File: src/design/eeprom_ctl_defs.vh
/*
 * constants for the eeprom program/erase control block: register
 * offsets, bit positions, reset values, array geometry and mode codes.
 * assumes inclusion by bare name from the design files.
 */
`ifndef EEPROM_CTL_DEFS_VH
`define EEPROM_CTL_DEFS_VH

// ****************************************************************
// register map (byte addresses on the avalon slave)
// ****************************************************************
`define OFS_CONTROL 14'h0000
`define OFS_CONFIG_COPY 14'h0004
`define OFS_NV_CONFIG 14'h0008
`define ARRAY_WINDOW_SEL 2'h1
`define BUS_ADDR_W 14
`define BUS_DATA_W 32
`define WIN_SEL_HI 13
`define WIN_SEL_LO 12
`define WIN_IDX_HI 11
`define WIN_IDX_LO 2

// ****************************************************************
// control register bit positions and reset value
// ****************************************************************
`define CTL_HV_ENABLE 0
`define CTL_BUS_LATCH 1
`define CTL_ERASE_LO 3
`define CTL_ERASE_HI 4
`define CTL_POWER_DOWN 5
`define CTL_PUMP_CLK 7
`define CTL_RESET 8'h00
`define CTL_WRITABLE 8'hbb

// ****************************************************************
// configuration byte bit positions
// ****************************************************************
`define CFG_BP_LO 0
`define CFG_BP_HI 2
`define CFG_REDUNDANT 4
`define CFG_USED_MASK 8'h17
`define CFG_RESET 8'h00

// ****************************************************************
// array geometry (byte index within the array)
// ****************************************************************
`define ARRAY_IDX_W 10
`define ARRAY_BYTES 10'h280
`define BLOCK1_START 10'h100
`define BLOCK2_START 10'h200
`define MIRROR_SPAN 10'h080
`define MIRROR_OFFSET 10'h200

// ****************************************************************
// operation codes of the two-bit erase field
// ****************************************************************
`define MODE_BYTE_PROG 2'h0
`define MODE_BYTE_ERASE 2'h1
`define MODE_BLOCK_ERASE 2'h2
`define MODE_BULK_ERASE 2'h3

`endif

File: src/design/eeprom_ctl.v
/*
 * eeprom program/erase controller: control register, array config copy,
 * write capture latch, high voltage interlock and stop mode handling,
 * reached over an avalon-mm slave with waitrequest.
 * assumes an array macro outside that reads combinationally from
 * array_rd_addr and performs the operation while hv_on is high.
 */
`timescale 1ns/1ps
`include "eeprom_ctl_defs.vh"

module eeprom_ctl (
    input wire sys_clk,
    input wire rst,
    input wire [13:0] avs_address,
    input wire avs_read,
    input wire avs_write,
    input wire [31:0] avs_writedata,
    input wire [3:0] avs_byteenable,
    output reg [31:0] avs_readdata,
    output wire avs_waitrequest,
    input wire stop_mode,
    input wire [7:0] nv_config_cell,
    input wire [7:0] array_rdata,
    output wire [9:0] array_rd_addr,
    output reg pump_clock_select,
    output reg array_power_down,
    output reg hv_on,
    output reg [1:0] op_mode,
    output reg [9:0] op_addr,
    output reg [7:0] op_data,
    output reg op_nv,
    output reg mirror_en,
    output reg [9:0] mirror_addr,
    output reg redundant_mode
);

    // ****************************************************************
    // register state
    // ****************************************************************

    // software-visible registers, bus ack and the write capture latch
    reg [7:0] control;
    reg [7:0] config_copy;
    reg reload_pending;
    reg ack;
    reg cap_valid;
    reg [9:0] cap_addr;
    reg [7:0] cap_data;
    reg cap_nv;

    // control and config copy fields
    wire hv_enable = control[`CTL_HV_ENABLE];
    wire bus_latch_ctl = control[`CTL_BUS_LATCH];
    wire [1:0] erase_mode = {control[`CTL_ERASE_HI], control[`CTL_ERASE_LO]};
    wire [2:0] block_protect_bit = config_copy[`CFG_BP_HI:`CFG_BP_LO];
    wire redundancy_select = config_copy[`CFG_REDUNDANT];

    // ****************************************************************
    // bus decode
    // ****************************************************************

    // full-word compare of the bus address with one register offset
    function reg_hit;
        input [13:0] addr;
        input [13:0] ofs;
        begin
            reg_hit = (addr == ofs);
        end
    endfunction

    wire req = avs_read | avs_write;
    wire lane0 = avs_byteenable[0];
    // register selects and the array window
    wire sel_ctl = reg_hit(avs_address, `OFS_CONTROL);
    wire sel_copy = reg_hit(avs_address, `OFS_CONFIG_COPY);
    wire sel_nv = reg_hit(avs_address, `OFS_NV_CONFIG);
    wire sel_win = (avs_address[`WIN_SEL_HI:`WIN_SEL_LO] == `ARRAY_WINDOW_SEL);
    wire [9:0] win_idx = avs_address[`WIN_IDX_HI:`WIN_IDX_LO];
    wire win_in_range = sel_win & (win_idx < `ARRAY_BYTES);
    wire [7:0] wbyte = avs_writedata[7:0];

    // every access waits exactly one cycle, then completes
    // ack drops after each completion, so back-to-back requests wait again
    assign avs_waitrequest = req & ~ack;
    wire take = req & ack;
    wire wr_take = take & avs_write & lane0;
    wire rd_take = take & avs_read;

    // array macro read address follows the bus window index
    assign array_rd_addr = win_idx;

    // ****************************************************************
    // protection decode of a candidate write and of the captured write
    // ****************************************************************

    wire [9:0] chk_addr = sel_nv ? cap_addr : win_idx;
    wire chk_ok;

    // validity of the address a write is about to be captured at
    protect_check u_new_chk (
        .addr(chk_addr),
        .is_nv(sel_nv),
        .mode(erase_mode),
        .protect(block_protect_bit),
        .redundant(redundancy_select),
        .addr_ok(chk_ok),
        .permit(),
        .mirror()
    );

    wire cap_permit;
    wire cap_mirror;

    // the same decode judged against what the latch already holds
    // permission and mirroring of the captured write
    protect_check u_cap_chk (
        .addr(cap_addr),
        .is_nv(cap_nv),
        .mode(erase_mode),
        .protect(block_protect_bit),
        .redundant(redundancy_select),
        .addr_ok(),
        .permit(cap_permit),
        .mirror(cap_mirror)
    );

    // a write landing in the array or on the config byte
    wire array_wr = wr_take & ((win_in_range & chk_ok) | sel_nv);

    // ****************************************************************
    // next control value
    // ****************************************************************

    reg [7:0] next_control;

    // hv enable rules come last, so one write cannot bypass them
    // interlocks applied to a control register write
    always @* begin
        next_control = control;
        if (wr_take && sel_ctl) begin
            next_control = wbyte & `CTL_WRITABLE; // bits 6 and 2 read 0
            if (hv_enable) begin
                next_control[`CTL_BUS_LATCH] = 1'b1;
                next_control[`CTL_ERASE_HI] = control[`CTL_ERASE_HI];
                next_control[`CTL_ERASE_LO] = control[`CTL_ERASE_LO];
            end
            if (wbyte[`CTL_HV_ENABLE] && !hv_enable) begin
                // only with latch on and a captured array or config byte write
                // a write that drops the latch at once cannot start the pump
                next_control[`CTL_HV_ENABLE] = bus_latch_ctl & wbyte[`CTL_BUS_LATCH] & cap_valid;
            end
        end
    end

    // ****************************************************************
    // control register and bus handshake
    // ****************************************************************

    // control register, reset clears every field
    always @(posedge sys_clk or posedge rst) begin
        if (rst) begin
            control <= `CTL_RESET;
            ack <= 1'b0;
        end else begin
            control <= next_control;
            ack <= req & ~ack;
        end
    end

    // ****************************************************************
    // write capture latch
    // ****************************************************************

    // the capture is frozen while high voltage is on, so the target holds
    // with latch on, the newest valid write overrides the previous one
    always @(posedge sys_clk or posedge rst) begin
        if (rst) begin
            cap_valid <= 1'b0;
            cap_addr <= 10'h000;
            cap_data <= 8'h00;
            cap_nv <= 1'b0;
        end else if (!bus_latch_ctl) begin
            cap_valid <= 1'b0; // normal read operation restored
        end else if (array_wr && !hv_enable) begin
            cap_valid <= 1'b1;
            cap_addr <= sel_nv ? 10'h000 : win_idx;
            cap_data <= wbyte;
            cap_nv <= sel_nv;
        end
    end

    // ****************************************************************
    // configuration copy
    // ****************************************************************

    // the cell cannot be sampled in reset, so the load waits one edge
    // reload after reset release and on every nv byte read
    always @(posedge sys_clk or posedge rst) begin
        if (rst) begin
            config_copy <= `CFG_RESET;
            reload_pending <= 1'b1;
        end else begin
            reload_pending <= 1'b0;
            if (reload_pending || (rd_take && sel_nv)) begin
                config_copy <= nv_config_cell & `CFG_USED_MASK;
            end
        end
    end

    // ****************************************************************
    // read data
    // ****************************************************************

    reg [7:0] next_rbyte;

    // read mux; captured data shadows array reads while latched
    always @* begin
        next_rbyte = 8'h00;
        if (sel_ctl) begin
            next_rbyte = control;
        end else if (sel_copy) begin
            next_rbyte = config_copy;
        end else if (sel_nv) begin
            next_rbyte = nv_config_cell;
        end else if (win_in_range) begin
            if (bus_latch_ctl && cap_valid) begin
                next_rbyte = cap_data;
            end else begin
                next_rbyte = array_rdata; // undefined while powered down
            end
        end
    end

    // data registered at the waitrequest high cycle, held to completion
    // registering in the wait cycle keeps the answer steady at the take edge
    always @(posedge sys_clk or posedge rst) begin
        if (rst) begin
            avs_readdata <= 32'h00000000;
        end else if (avs_read && !ack) begin
            avs_readdata <= {24'h000000, next_rbyte};
        end
    end

    // ****************************************************************
    // array drive outputs
    // ****************************************************************

    // high voltage follows the enable bit except during stop; stop does
    // not touch the bit, so leaving stop brings the voltage back, and
    // wait mode has no path here at all
    // a protected or missing target never sees voltage, whatever the mode
    wire next_hv_on = hv_enable & bus_latch_ctl & cap_valid & cap_permit & ~stop_mode;

    // op address, data and nv follow the capture one edge later, like every output here
    // registered drive to the array macro
    always @(posedge sys_clk or posedge rst) begin
        if (rst) begin
            pump_clock_select <= 1'b0;
            array_power_down <= 1'b0;
            hv_on <= 1'b0;
            op_mode <= `MODE_BYTE_PROG;
            op_addr <= 10'h000;
            op_data <= 8'h00;
            op_nv <= 1'b0;
            mirror_en <= 1'b0;
            mirror_addr <= 10'h000;
            redundant_mode <= 1'b0;
        end else begin
            pump_clock_select <= control[`CTL_PUMP_CLK];
            array_power_down <= control[`CTL_POWER_DOWN];
            hv_on <= next_hv_on;
            op_mode <= erase_mode;
            op_addr <= cap_addr;
            op_data <= cap_data;
            op_nv <= cap_nv;
            mirror_en <= cap_mirror;
            mirror_addr <= cap_addr + `MIRROR_OFFSET;
            redundant_mode <= redundancy_select;
        end
    end

endmodule // eeprom_ctl

File: src/design/protect_check.v
/*
 * protection and redundancy decode for one candidate or captured array write.
 * assumes a byte index inside the array and the active config bits.
 */
`timescale 1ns/1ps
`include "eeprom_ctl_defs.vh"

module protect_check (
    input wire [9:0] addr,
    input wire is_nv,
    input wire [1:0] mode,
    input wire [2:0] protect,
    input wire redundant,
    output reg addr_ok,
    output reg permit,
    output reg mirror
);

    // ****************************************************************
    // block decode
    // ****************************************************************

    // which of the three protection blocks holds an index
    function [1:0] block_of;
        input [9:0] idx;
        begin
            if (idx < `BLOCK1_START) begin
                block_of = 2'h0;
            end else if (idx < `BLOCK2_START) begin
                block_of = 2'h1;
            end else begin
                block_of = 2'h2;
            end
        end
    endfunction

    // in redundant mode the third block bit carries no meaning
    wire [2:0] eff_protect = redundant ? {1'b0, protect[1:0]} : protect;
    wire [1:0] blk = block_of(addr);

    // ****************************************************************
    // decision
    // ****************************************************************

    // address validity, permission and mirroring
    always @* begin
        addr_ok = is_nv | (addr < `ARRAY_BYTES);
        if (!is_nv && redundant && (blk == 2'h2)) begin
            addr_ok = 1'b0; // upper mirror bytes not addressable
        end
        if (is_nv) begin
            permit = 1'b1; // config byte sits outside the blocks
        end else if (mode == `MODE_BULK_ERASE) begin
            permit = ~|eff_protect; // any protected block stops bulk
        end else begin
            permit = ~eff_protect[blk];
        end
        mirror = redundant & ~is_nv & (addr < `MIRROR_SPAN);
    end

endmodule // protect_check

File: config.mk
export PLATFORM = sky130hd
export DESIGN_NAME = eeprom_ctl
export DESIGN_NICKNAME = d
export VERILOG_FILES = /design/src/design/eeprom_ctl.v /design/src/design/protect_check.v
export VERILOG_INCLUDE_DIRS = /design/src /design/src/design
export SDC_FILE = /design/constraint.sdc
export NUM_CORES = 1
export LEC_CHECK = 0
export BUFFER_PORTS_ARGS = -buffer_cell sky130_fd_sc_hd__clkbuf_2
export CAP_MARGIN = 20
export CORE_ASPECT_RATIO = 1.1
export CORE_MARGIN = 1
export CORE_UTILIZATION = 43
export CTS_BUF_LIST = sky130_fd_sc_hd__clkbuf_4
export DETAILED_ROUTE_END_ITERATION = 12
export PLACE_DENSITY = 0.79
export SETUP_SLACK_MARGIN = 0.2
export SYNTH_ARGS = -nofsm -noshare
export SYNTH_HDL_FRONTEND = slang
export SYNTH_SLANG_ARGS = --single-unit
File: constraint.sdc
create_clock -name sys_clk -period 1.95 [get_ports sys_clk]
set_input_delay 0.195 -clock sys_clk [delete_from_list [all_inputs] [get_ports sys_clk]]
set_output_delay 0.195 -clock sys_clk [all_outputs]
set_load 0.005 [all_outputs]
# Word-level counts from Yosys, hierarchy flattened
# Cells that the tools add are included.
# word_totals
mem_count,0
regBits,76
mem_bits_rw,0
word_cells,97
romBits,0
latchBits,0
input_bits,71
# classes
mux,21
n_lt_le_gt_ge,8
multipliers,0
n_reduce_logical,17
shifts,0
addsub,1
bitwise,24
div,0
n_eq_ne,6
# op_table
op,count
$lt 10x10->1 const B,4
$mux 8,5
$lt 10x9->1 const B,2
$mux 10,2
$and 1x1->1,16
$eq 14x3->1 const B,1
$eq 14x4->1 const B,1
$logic_not 14->1,1
$add 10x10->10 const B,1
$lt 10x8->1 const B,1
$logic_and 1x1->1,8
$mux 1,8
$mux 2,4
$not 1->1,5
$eq 2x2->1 const B,2
$logic_not 1->1,4
$reduce_and 2->1,2
$lt 2x3->1 const B,1
$mux 3,1
$or 1x1->1,3
$reduce_or 3->1,1
$bmux 1 s2,1
$eq 2x1->1 const B,1
$ne 2x1->1 const B,1
$logic_or 1x1->1,1

# Logic depth before layout (Yosys ltp)
# Gate-level depths: netlist (run 1).
# depth
ltp_word,14
depth_mapped,6
mapped_depth_nobuf,4

# Cells and area by module
# From an unflattened synthesis (run 1), not the netlist that was laid out.
# hier_totals
hier_cells,281
area_unflattened_um2,3289.4
# modules_own_cells
module,instances,area_each_um2,seq_area_each_um2,cells_each
eeprom_ctl,1,3144.3,1677.9,257
protect_check,2,72.6,0.0,12

# Worst setup path after synthesis (run 1)
# OpenSTA, ideal clock, no wires.
# synth_timing
path_type,input-to-reg
start,in avs_address[11]
end,reg cap_addr[9]
stages,4
required_ns,1.825
path_buffers,0
t_arrival_ns,1.928
setup_slack_ns,-0.103
cell_sequence,or4_1 nor4_4 o21a_1 mux2_2
# synth_via
elab_chain_len,13
# synth_lines
item,line_no,source
"start, declared",eeprom_ctl.v:14,"input wire [13:0] avs_address,"
$eq 14x4->1,eeprom_ctl.v:67,reg_hit = (addr == ofs);
$mux 10,eeprom_ctl.v:96,wire [9:0] chk_addr = sel_nv ? cap_addr : win_idx;
$lt 10x10->1 (no line),n/a,
$mux 2,protect_check.v:29,end else if (idx < `BLOCK2_START) begin
$mux 2,protect_check.v:27,if (idx < `BLOCK1_START) begin
$eq 2x2->1,protect_check.v:48,if (!is_nv && redundant && (blk == 2'h2)) begin
$logic_and 1x1->1,protect_check.v:48,
$mux 1,protect_check.v:48,
$and 1x1->1,eeprom_ctl.v:128,wire array_wr = wr_take & ((win_in_range & chk_ok) | sel_nv);
$or 1x1->1,eeprom_ctl.v:128,
$and 1x1->1,eeprom_ctl.v:128,
$logic_and 1x1->1,eeprom_ctl.v:184,end else if (array_wr && !hv_enable) begin
$reduce_and 2->1 (no line),n/a,
"end signal, assigned",eeprom_ctl.v:186,cap_addr <= sel_nv ? 10'h000 : win_idx;
"end, declared",eeprom_ctl.v:47,reg [9:0] cap_addr;
# Several ways; a longest one is shown, not always the timed one.
# A chain may end at the register's enable or synchronous reset.

# Final worst setup path (run 1)
# layout_timing
start,reg ack
end,reg cap_data[3]
# layout_via
elab_chain_len,6
# layout_lines
item,line_no,source
"start, declared",eeprom_ctl.v:45,reg ack;
"start signal, assigned",eeprom_ctl.v:166,ack <= req & ~ack;
$and 1x1->1,eeprom_ctl.v:85,wire take = req & ack;
$and 1x1->1 (2 in a row),eeprom_ctl.v:86,wire wr_take = take & avs_write & lane0;
$and 1x1->1,eeprom_ctl.v:128,
$logic_and 1x1->1,eeprom_ctl.v:184,
$reduce_and 2->1 (no line),n/a,
"end signal, assigned",eeprom_ctl.v:187,cap_data <= wbyte;
"end, declared",eeprom_ctl.v:48,reg [7:0] cap_data;
# No other way between the ends.

==> metrics.cfg, run 1 <==
[outcome]
status=completed

[final_layout]
multi_input_area_um2=1040
regArea_um2=1680
diodes=0
mostFrequentLayoutCells=clkbuf_2 (98), dfrtp_1 (66), conb_1 (25), buf_4 (25), mux2_2 (17)
final_common_cell=clkbuf_2
layout.nets=427
n_fill_cell=571
drive_above_1_share_pct=45.4
area_growth_syn_to_layout_pct=24.3

[timing]
drv_slew=0
fin_tns_setup_ns=0
setup_viol=0
finalCritPeriodShare_pct=82.2
worst_pin_slew_ns=0.610
rsz0062_at_grt=false
relSlewSlack_pct=59.1
min_period_ns=1.60
finalClockSkew_ns=0.0128
clock.fmax_mhz=624
worst_slack_ns=0.347
hold_viol_final=0

[yosys]
ys.warnings.count=0
ys_ff_latch=67
synth_area_um2=2980
avgSynthCellArea_um2=12.2
ys_seq_area_share_pct=56.4
synth_edf_count=0
synth_async_sr_flop_share_pct=100
synthCells=244
ys.flop_type=dfrtp_1
ys_types=41

[clock_network]
cts_tree=yes
cts_buffers=9
numClockSinks=67
cts-root-buf=clkbuf_4
cts_buffer_depth=2
h-tree-depth=3
clk_pin_slew_worst_paths_ns=0.10
insertion_delay_ns=0.40

[floorplanning]
fp.dieW_um=81.3
fp.coreArea_um2=6630
die_area_um2=7260
die_y_um=89.3
ios=150
start_util_pct=44.9
rows=31

[hold_path]
hp-class=in -> reg

[setup_path]
crit_family=flip-flops
critical_path_required_ns=2.24
criticalPathCategory=reg -> reg
path_buf_inv=1
startpoint_type=register
arrival_ns=1.89
critical-path-max-stage-delay_ns=0.41
slowest_stage=dfrtp_1
cp_cell_sequence=nand3_1, nor3b_1, buf_4, o21a_4, mux2_2
end_kind=register
cp_max_fo=6

[global_routing]
antenna_found_initial=0
grt_pass1_vias=2040
grt_start_max_net_pins=68
grt_overflow_total=0
grt_pass1_wl_um=10100
grt_use_total_pct=19.5

[drt]
wl_per_cell_um=15.2
vias=2228
routed_wl_um=6720
vias_per_cell=5.03
antenna_left=0
firstDrtPassIters=4
drc=0
drt_iter0_drc=89

[placed_design]
dp_hpwl_um=5050
dp_slack_ns=-0.0727
gp_congestion=0.847
numPortBuffers=98

[pwr]
ir_worst_vdd_mv=0.402
power_density_nw_per_um2=713
p_leak_nw=2.01

[run]
drv_cap=0

==> sequential cells by signal (all words and copies together), names as in the netlist <==
register,count
ack,1
array_power_down,1
avs_readdata,8
cap_addr,10
cap_data,8
cap_nv,1
cap_valid,1
config_copy,4
control,6
hv_on,1
mirror_addr,10
mirror_en,1
op_addr,1
op_data,8
op_mode,2
op_nv,1
pump_clock_select,1
redundant_mode,1
reload_pending,1
==> cell usage after synthesis, types with 5 or more instances <==
cell,count,area (um^2)
dfrtp_1,66,1650
buf_4,43,323
mux2_2,17,191
a22o_1,12,105
nor2_1,9,33.8
o21ai_0,9,45.0
nand2_1,8,30.0
mux2i_1,7,70.1
clkbuf_1,5,18.8
==> metrics by stage <==
| stage | cells | power, mW | hold slack [ns] | area (um^2) | util, % |
|---|---|---|---|---|---|
| after detailed placement | 426 | 1.78 | 0.308 | 3550 | 53.6 |
| after floorplan | 268 | 1.66 | 0.335 | 3090 | - |
| after CTS | 443 | 2.66 | 0.0145 | 3690 | 55.7 |
| final | 443 | 2.64 | 0.0254 | 3700 | 55.8 |
| after global placement | 426 | 1.77 | 0.303 | 3550 | 53.6 |
| after global routing | 443 | 2.77 | 0.0248 | 3700 | 55.8 |
==> cells by family (layout without fill, tap and decap cells) <==
logic type | Yosys count | after routing | synth area share, %
AOI/OAI and AO/OA | 48 | 48 | 12.1
DFF | 67 | 67 | 56.4
muxes | 26 | 26 | 9.79
and+or+nand+nor | 49 | 49 | 9.50
other | 1 | 25 | 0.126
buffers and inverters | 53 | 146 | 12.1
==> path summary, 6_finish.rpt <==
kind / start / end / slack (ns) / cells after the start
worst max-delay path: ack / cap_data[3] / 0.35 / 5
worst min-delay path: avs_writedata[2] / cap_data[2] / 0.03 / 2
worst max register to register: ack / cap_data[3] / 0.35 / 5
worst min register to register: cap_addr[2] / mirror_addr[2] / 0.39 / 0
max in group asynchronous: rst / reload_pending / 1.22 / 4
min in group asynchronous: rst / op_nv / 0.42 / 4
==> where the power goes <==
group / total [mW] / internal [mW] / switching [mW]
logic: 0.294 / 0.139 / 0.155
registers: 1.46 / 1.43 / 0.0274
clock network: 0.888 / 0.424 / 0.464
==> repair_timing <==
action	4_1_cts	5_1_grt
buffers inserted	0	0
endpoints found under the setup margin	0	6
hold endpoints to repair	66	0
resized for setup	0	1
hold buffers	1	0
==> per-layer routing <==
metal  GRT usage, %  up-vias  routed length, um  part of all wire (%)
li1               -     1041                  -                     -
met1           26.0     1081               2960                    44
met2           30.6       93               3210                    48
met3           3.98       13                417                   6.2
met4           9.09        0                130                   1.9
met5              0        -                  0                     0
==> layout make-up <==
class | count | area share [%]
Sequential cell | 67 | 45.3
Tap cell | 82 | 2.77
Clock buffer | 12 | 2.43
Multi-Input combinational cell | 148 | 28.2
Timing Repair Buffer | 126 | 19.7
Inverter | 4 | 0.507
Clock inverter | 4 | 1.12
(Power assumes the default switching activity.)
==> inputs of run 2 (changes only) <==
ABC_AREA = 1   (was default)
PLACE_DENSITY = 0.78   (was 0.79)
clock period = 1.4 ns   (was 1.95 ns; I/O delays follow)
==> metrics.cfg, run 2 <==
[outcome]
status=completed  ; unchanged

[timing]
finalClockSkew_ns=0.0156  ; was 0.0128 ns
hold_viol_final=0  ; unchanged
finalCritPeriodShare_pct=94.3  ; was 82.2%
clock.fmax_mhz=758  ; was 624 MHz
min_period_ns=1.32  ; was 1.60 ns
fin_tns_setup_ns=0  ; unchanged
setup_viol=0  ; unchanged
rsz0062_at_grt=true  ; was false
drv_slew=0  ; unchanged
holdWs_ns=0.0162  ; was 0.0254 ns

[yosys]
synth_edf_count=0  ; unchanged
ys_top_cells_by_area=dfrtp_1 (53%), nand2_1 (15%), buf_4 (11%)  ; was dfrtp_1 (55%), buf_4 (11%), mux2_2 (6.4%)
synth.most_common_cell=nand2_1  ; was dfrtp_1
synth_async_sr_flop_share_pct=100  ; unchanged
avgSynthCellArea_um2=8.70  ; was 12.2 um^2
ys_seq_area_share_pct=53.6  ; was 56.4%
synthCells=360  ; was 244
ys_types=24  ; was 41
synth_area_um2=3130  ; was 2980 um^2
yosysTopAreaCellShare_pct=52.8  ; was 55.5%
ys_ff_latch=67  ; unchanged
ys.warnings.count=0  ; unchanged
ys_top_cells_by_count=nand2_1 (122), dfrtp_1 (66), buf_4 (44), inv_1 (26), nor2_1 (24)  ; was dfrtp_1 (66), buf_4 (43), mux2_2 (17), a22o_1 (12)
ys.flop_type=dfrtp_1  ; unchanged
yosys.area.top_type=dfrtp_1  ; unchanged

[pwr]
ir_worst_vdd_mv=0.617  ; was 0.402 mV
seqPwrFrac_pct=54.1  ; was 55.3%
pwr-share-clk_pct=34.2  ; was 33.6%
internal_power_mw=2.73  ; was 1.99 mW
p_sw_mw=0.967  ; was 0.646 mW
power_density_nw_per_um2=878  ; was 713 nW/um^2
combPwrFrac_pct=11.7  ; was 11.1%
power.share.switching_pct=26.2  ; was 24.5%
p_leak_nw=2.36  ; was 2.01 nW

[setup_path]
arrival_ns=1.65  ; was 1.89 ns
worst_r2r_path_depth=8  ; was 5
cp_max_fo=7  ; was 6
startpoint_type=register  ; unchanged
r2r-end=cap_addr[3]  ; was cap_data[3]
criticalPathCategory=reg -> reg  ; unchanged
end_kind=register  ; unchanged
rrSetupSlack_ns=0.08  ; was 0.35 ns
critical_path_required_ns=1.73  ; was 2.24 ns
r2r-start=ack  ; unchanged
startpoint=ack  ; unchanged
worstSetupEndpoint=cap_addr[3]  ; was cap_data[3]

[placed_design]
post_dp_cell_area_um2=3670  ; was 3550 um^2
gp_congestion=0.836  ; was 0.847
dp_hpwl_um=5540  ; was 5050 um
numPortBuffers=98  ; unchanged

[clock_network]
cts_buffer_depth=2  ; unchanged
insertion_delay_ns=0.43  ; was 0.40 ns
h-tree-depth=3  ; unchanged
cts_tree=yes  ; unchanged
cts-root-buf=clkbuf_4  ; unchanged
clk_pin_slew_worst_paths_ns=0.11  ; was 0.10 ns
numClockSinks=67  ; unchanged
cts_buffers=9  ; unchanged

[global_routing]
grt_overflow_total=0  ; unchanged
grt_pass1_vias=2495  ; was 2040
antenna_found_initial=0  ; unchanged
grt_pass1_wl_um=11700  ; was 10100 um
grt_use_total_pct=20.1  ; was 19.5%
grt_start_max_net_pins=37  ; was 68

[final_layout]
area_growth_syn_to_layout_pct=34.4  ; was 24.3%
top_regs=cap_addr x10, mirror_addr x10  ; unchanged
final_common_cell=nand2_1  ; was clkbuf_2
final_area_um2=4210  ; was 3700 um^2
n_fill_cell=649  ; was 571
diodes=0  ; unchanged
drive_above_1_share_pct=40.2  ; was 45.4%
layout.nets=570  ; was 427
mostFrequentLayoutCells=nand2_1 (105), clkbuf_2 (98), dfrtp_1 (66), buf_4 (27), conb_1 (25)  ; was clkbuf_2 (98), dfrtp_1 (66), conb_1 (25), buf_4 (25), mux2_2 (17)

[drt]
vias_per_cell=4.67  ; was 5.03
drc=0  ; unchanged
drt_iter0_drc=96  ; was 89
wl_per_cell_um=13.1  ; was 15.2 um
vias=2748  ; was 2228
antenna_left=0  ; unchanged
firstDrtPassIters=5  ; was 4
routed_wl_um=7680  ; was 6720 um

[hold_path]
hp-start=avs_write  ; was avs_writedata[2]
hp-class=in -> reg  ; unchanged

[floorplanning]
ios=150  ; unchanged
rows=32  ; was 31
die_area_um2=7630  ; was 7260 um^2
start_util_pct=44.4  ; was 44.9%
die_y_um=91.5  ; was 89.3 um
fp.dieW_um=83.4  ; was 81.3 um
fp.coreArea_um2=7050  ; was 6630 um^2

[run]
drv_cap=0  ; unchanged

run 2: area by class of cell:
type	count	area (um^2)	share of cell area (%)
clock buffers	10	75.1	1.78
clock inverters	5	55.1	1.31
inverters	28	111	2.65
multi-input cells	240	1180	28.2
flip-flops and latches	67	1680	39.9
well taps	85	106	2.53
repair buffers	153	996	23.7
run 2: routing by layer:
metal	vias up	wire length (um)	global-route usage, %	share of wire (%)
li1	1333	-	-	-
met1	1285	3130	24.3	41
met2	108	3860	33.7	50
met3	22	480	5.91	6.2
met4	0	208	7.90	2.7
met5	-	0	0	0
run 2: worst min-delay path by stage:
stage	to	slack (ns)	cells past startpoint
6_report	ack	0.02	3
5_1_grt	ack	0.02	3
4_1_cts	ack	-0.03	3
3_5_place_dp	mirror_addr[6]	0.10	2
3_3_place_gp	mirror_addr[0]	0.10	2
2_1_floorplan	hv_on	0.21	1
run 2: power groups by stage:
stage	logic, mW	clock network [mW]	registers, mW
after floorplan	0.213	0	2.04
after global placement	0.338	0	2.04
after detailed placement	0.344	0	2.04
after CTS	0.403	1.29	2.00
after global routing	0.479	1.36	2.00
final	0.431	1.26	2.00
run 2: critical path, stage by stage (launching register included):
cell and delay [ns]:
dfrtp_1 0.39, nand3_2 0.13, nor2_4 0.14, nand2_4 0.08, nor2_4 0.13, nor2_4 0.07
buf_6 0.14, nand2_1 0.09, nand2_2 0.06
run 2: what timing repair did:
item	CTS	global route
pin swaps	14	23
setup buffers	7	2
hold buffers	17	0
setup endpoints to repair	26	35
endpoints found under the hold margin	88	0
cloned	0	2
resized for setup	22	36
run 2: through the flow:
step,total power [mW],std cells,setup slack [ns],utilization (%)
4_1_cts,3.69,584,0.0463,57.8
5_1_grt,3.84,588,0.0200,59.7
3_3_place_gp,2.38,545,0.00266,52.1
2_1_floorplan,2.25,384,0.117,-
6_report,3.69,588,0.0799,59.7
3_5_place_dp,2.38,545,-0.0451,52.1
run 2: cell families after synthesis:
| group | share of synthesized area [%] |
|---|---|
| AOI/OAI and AO/OA | 5.76 |
| buffers and inverters | 15.0 |
| DFF | 53.6 |
| other | 0.120 |
| and+or+nand+nor | 25.5 |
==> inputs of run 3 (changes only) <==
ABC_AREA = 0   (was 1)
CORE_UTILIZATION = 37   (was 43)
PLACE_DENSITY = 0.7   (was 0.78)
==> metrics.cfg, run 3 (synthesis results as in run 1) <==
[clock_network]
clk_pin_slew_worst_paths_ns=0.11  ; about the same
cts_buffer_depth=2  ; unchanged
h-tree-depth=3  ; unchanged
numClockSinks=67  ; unchanged
cts_tree=yes  ; unchanged
insertion_delay_ns=0.40  ; was 0.43 ns
cts-root-buf=clkbuf_4  ; unchanged
cts_buffers=9  ; unchanged

[setup_path]
critical_path_required_ns=1.69  ; was 1.73 ns
worst_r2r_path_depth=5  ; was 8
cp_cell_sequence=o31ai_2, and2_4, buf_6, o21a_4, mux2_4  ; was nand3_2, nor2_4, nand2_4, nor2_4, nor2_4, buf_6, nand2_1, nand2_2
critical-path-max-stage-delay_ns=0.42  ; was 0.39 ns
startpoint_type=register  ; unchanged
end_kind=register  ; unchanged
path_buf_inv=1  ; unchanged
crit_family=flip-flops  ; was simple AND/OR/NAND/NOR gates
arrival_ns=1.82  ; was 1.65 ns
cp_max_fo=6  ; was 7
slowest_stage=dfrtp_1  ; unchanged
criticalPathCategory=reg -> reg  ; unchanged
path_depth=5  ; was 8

[timing]
worst_slack_ns=-0.131  ; was 0.0799 ns
min_period_ns=1.53  ; was 1.32 ns
rsz0062_at_grt=true  ; unchanged
setup_viol=23  ; was 0
drv_slew=0  ; unchanged
finalCritPeriodShare_pct=109  ; was 94.3%
hold_viol_final=0  ; unchanged
finalClockSkew_ns=0.00850  ; was 0.0156 ns
holdWs_ns=0.0365  ; was 0.0162 ns
clock.fmax_mhz=653  ; was 758 MHz
fin_tns_setup_ns=-1.67  ; was 0 ns

[drt]
antenna_left=0  ; unchanged
dr_wl_met3_um=393  ; was 480 um
dr_wl_met2_um=3700  ; was 3860 um
wl_per_cell_um=15.2  ; was 13.1 um
drt_iter0_drc=129  ; was 96
drc=0  ; unchanged
vias_per_cell=4.80  ; was 4.67
routed_wl_um=7560  ; was 7680 um
firstDrtPassIters=4  ; was 5
vias=2388  ; was 2748
wl_met1_um=3320  ; was 3130 um
top_layer_used=met4  ; unchanged

[final_layout]
n_fill_cell=656  ; was 649
diodes=0  ; unchanged
drive_above_1_share_pct=55.7  ; was 40.2%
top_regs=cap_addr x10, mirror_addr x10  ; unchanged
layout.nets=459  ; was 570
final_common_cell=clkbuf_2  ; was nand2_1
mostFrequentLayoutCells=clkbuf_2 (97), dfrtp_1 (65), buf_4 (32), conb_1 (25)  ; was nand2_1 (105), clkbuf_2 (98), dfrtp_1 (66), buf_4 (27), conb_1 (25)
post-route-util_pct=56.8  ; was 59.7%
area_growth_syn_to_layout_pct=45.9  ; was 34.4%

[placed_design]
numPortBuffers=98  ; unchanged
gp_congestion=0.856  ; was 0.836
dp_slack_ns=-0.546  ; was -0.0451 ns
dp_hpwl_um=5600  ; was 5540 um

[pwr]
p_leak_nw=2.25  ; was 2.36 nW
ir_worst_vdd_mv=0.486  ; was 0.617 mV
power_density_nw_per_um2=879  ; was 878 nW/um^2

[floorplanning]
ios=150  ; unchanged
die_y_um=96.1  ; was 91.5 um
die_area_um2=8410  ; was 7630 um^2
fp.coreArea_um2=7640  ; was 7050 um^2
rows=33  ; was 32
fp.dieW_um=87.5  ; was 83.4 um
start_util_pct=39.0  ; was 44.4%

[global_routing]
grt_pass1_vias=2341  ; was 2495
grt_use_total_pct=19.2  ; was 20.1%
grt_pass1_wl_um=11900  ; was 11700 um
grt_start_max_net_pins=68  ; was 37
grt_overflow_total=0  ; unchanged
antenna_found_initial=0  ; unchanged

[hold_path]
hp-class=in -> reg  ; unchanged
holdPathStages=3  ; unchanged

[outcome]
violations=setup timing
status=complete, but fails checks  ; was completed

[run]
drv_cap=0  ; unchanged

-- run 3: cell types whose count changed in the layout (fill, tap and decap cells not counted), sizes merged, moves of 5 or more --
cell	previous run	this run
mux2	0	19
nor4	0	5
mux2i	0	7
buf	38	47
o21ai	25	10
nand3	15	4
nor2	32	9
inv	27	3
a22o	0	12
nand2	128	8
-- run 3: what timing repair did --
item	4_1_cts	5_1_grt
hold endpoints to repair	86	0
setup buffers	5	2
endpoints found under the setup margin	37	39
pin swaps	22	10
hold buffers	14	0
resized for setup	40	19
-- run 3: where the power goes --
part           total (mW)  switching, mW  leakage, nW  internal (mW)
registers            2.04         0.0484        0.888           1.99
logic               0.540          0.267         1.29          0.274
clock network        1.23          0.695       0.0717          0.537
total                3.81           1.01         2.25           2.80
-- run 3: layout make-up --
type / count / area (um^2) / area share (%)
multi-input combinational: 148 / 1310 / 30.1
inverter: 4 / 18.8 / 0.432
timing repair buffer: 158 / 1070 / 24.6
clock buffer: 9 / 67.6 / 1.56
tap: 105 / 131 / 3.03
sequential: 67 / 1680 / 38.7
clock inverter: 7 / 68.8 / 1.59
-- run 3: final timing paths --
check	startpoint	endpoint	slack, ns
setup / recovery	config_copy[4]	cap_data[6]	-0.13
hold / removal	avs_write	ack	0.04
setup reg to reg	config_copy[4]	cap_data[6]	-0.13
hold reg to reg	cap_addr[1]	mirror_addr[1]	0.39
max in group asynchronous	rst	reload_pending	0.71
min in group asynchronous	rst	mirror_addr[8]	0.34
-- run 3: worst register-to-register path, cell delays in order (launching register included) --
cell,delay [ns]
dfrtp_1,0.42
o31ai_2,0.18
and2_4,0.21
buf_6,0.10
o21a_4,0.20
mux2_4,0.31
-- run 3: through the flow --
stage	cell area [um^2]	power, mW	std cells
2_1_floorplan	3170	2.31	268
3_3_place_gp	3760	2.51	461
3_5_place_dp	3760	2.53	461
4_1_cts	4240	3.83	496
5_1_grt	4340	4.00	498
6_report	4340	3.81	498
-- run 3: routing by layer --
metal	track usage, %	vias to the layer above
li1	-	1100
met1	24.4	1166
met2	32.0	108
met3	4.29	14
met4	7.51	0
met5	0	-
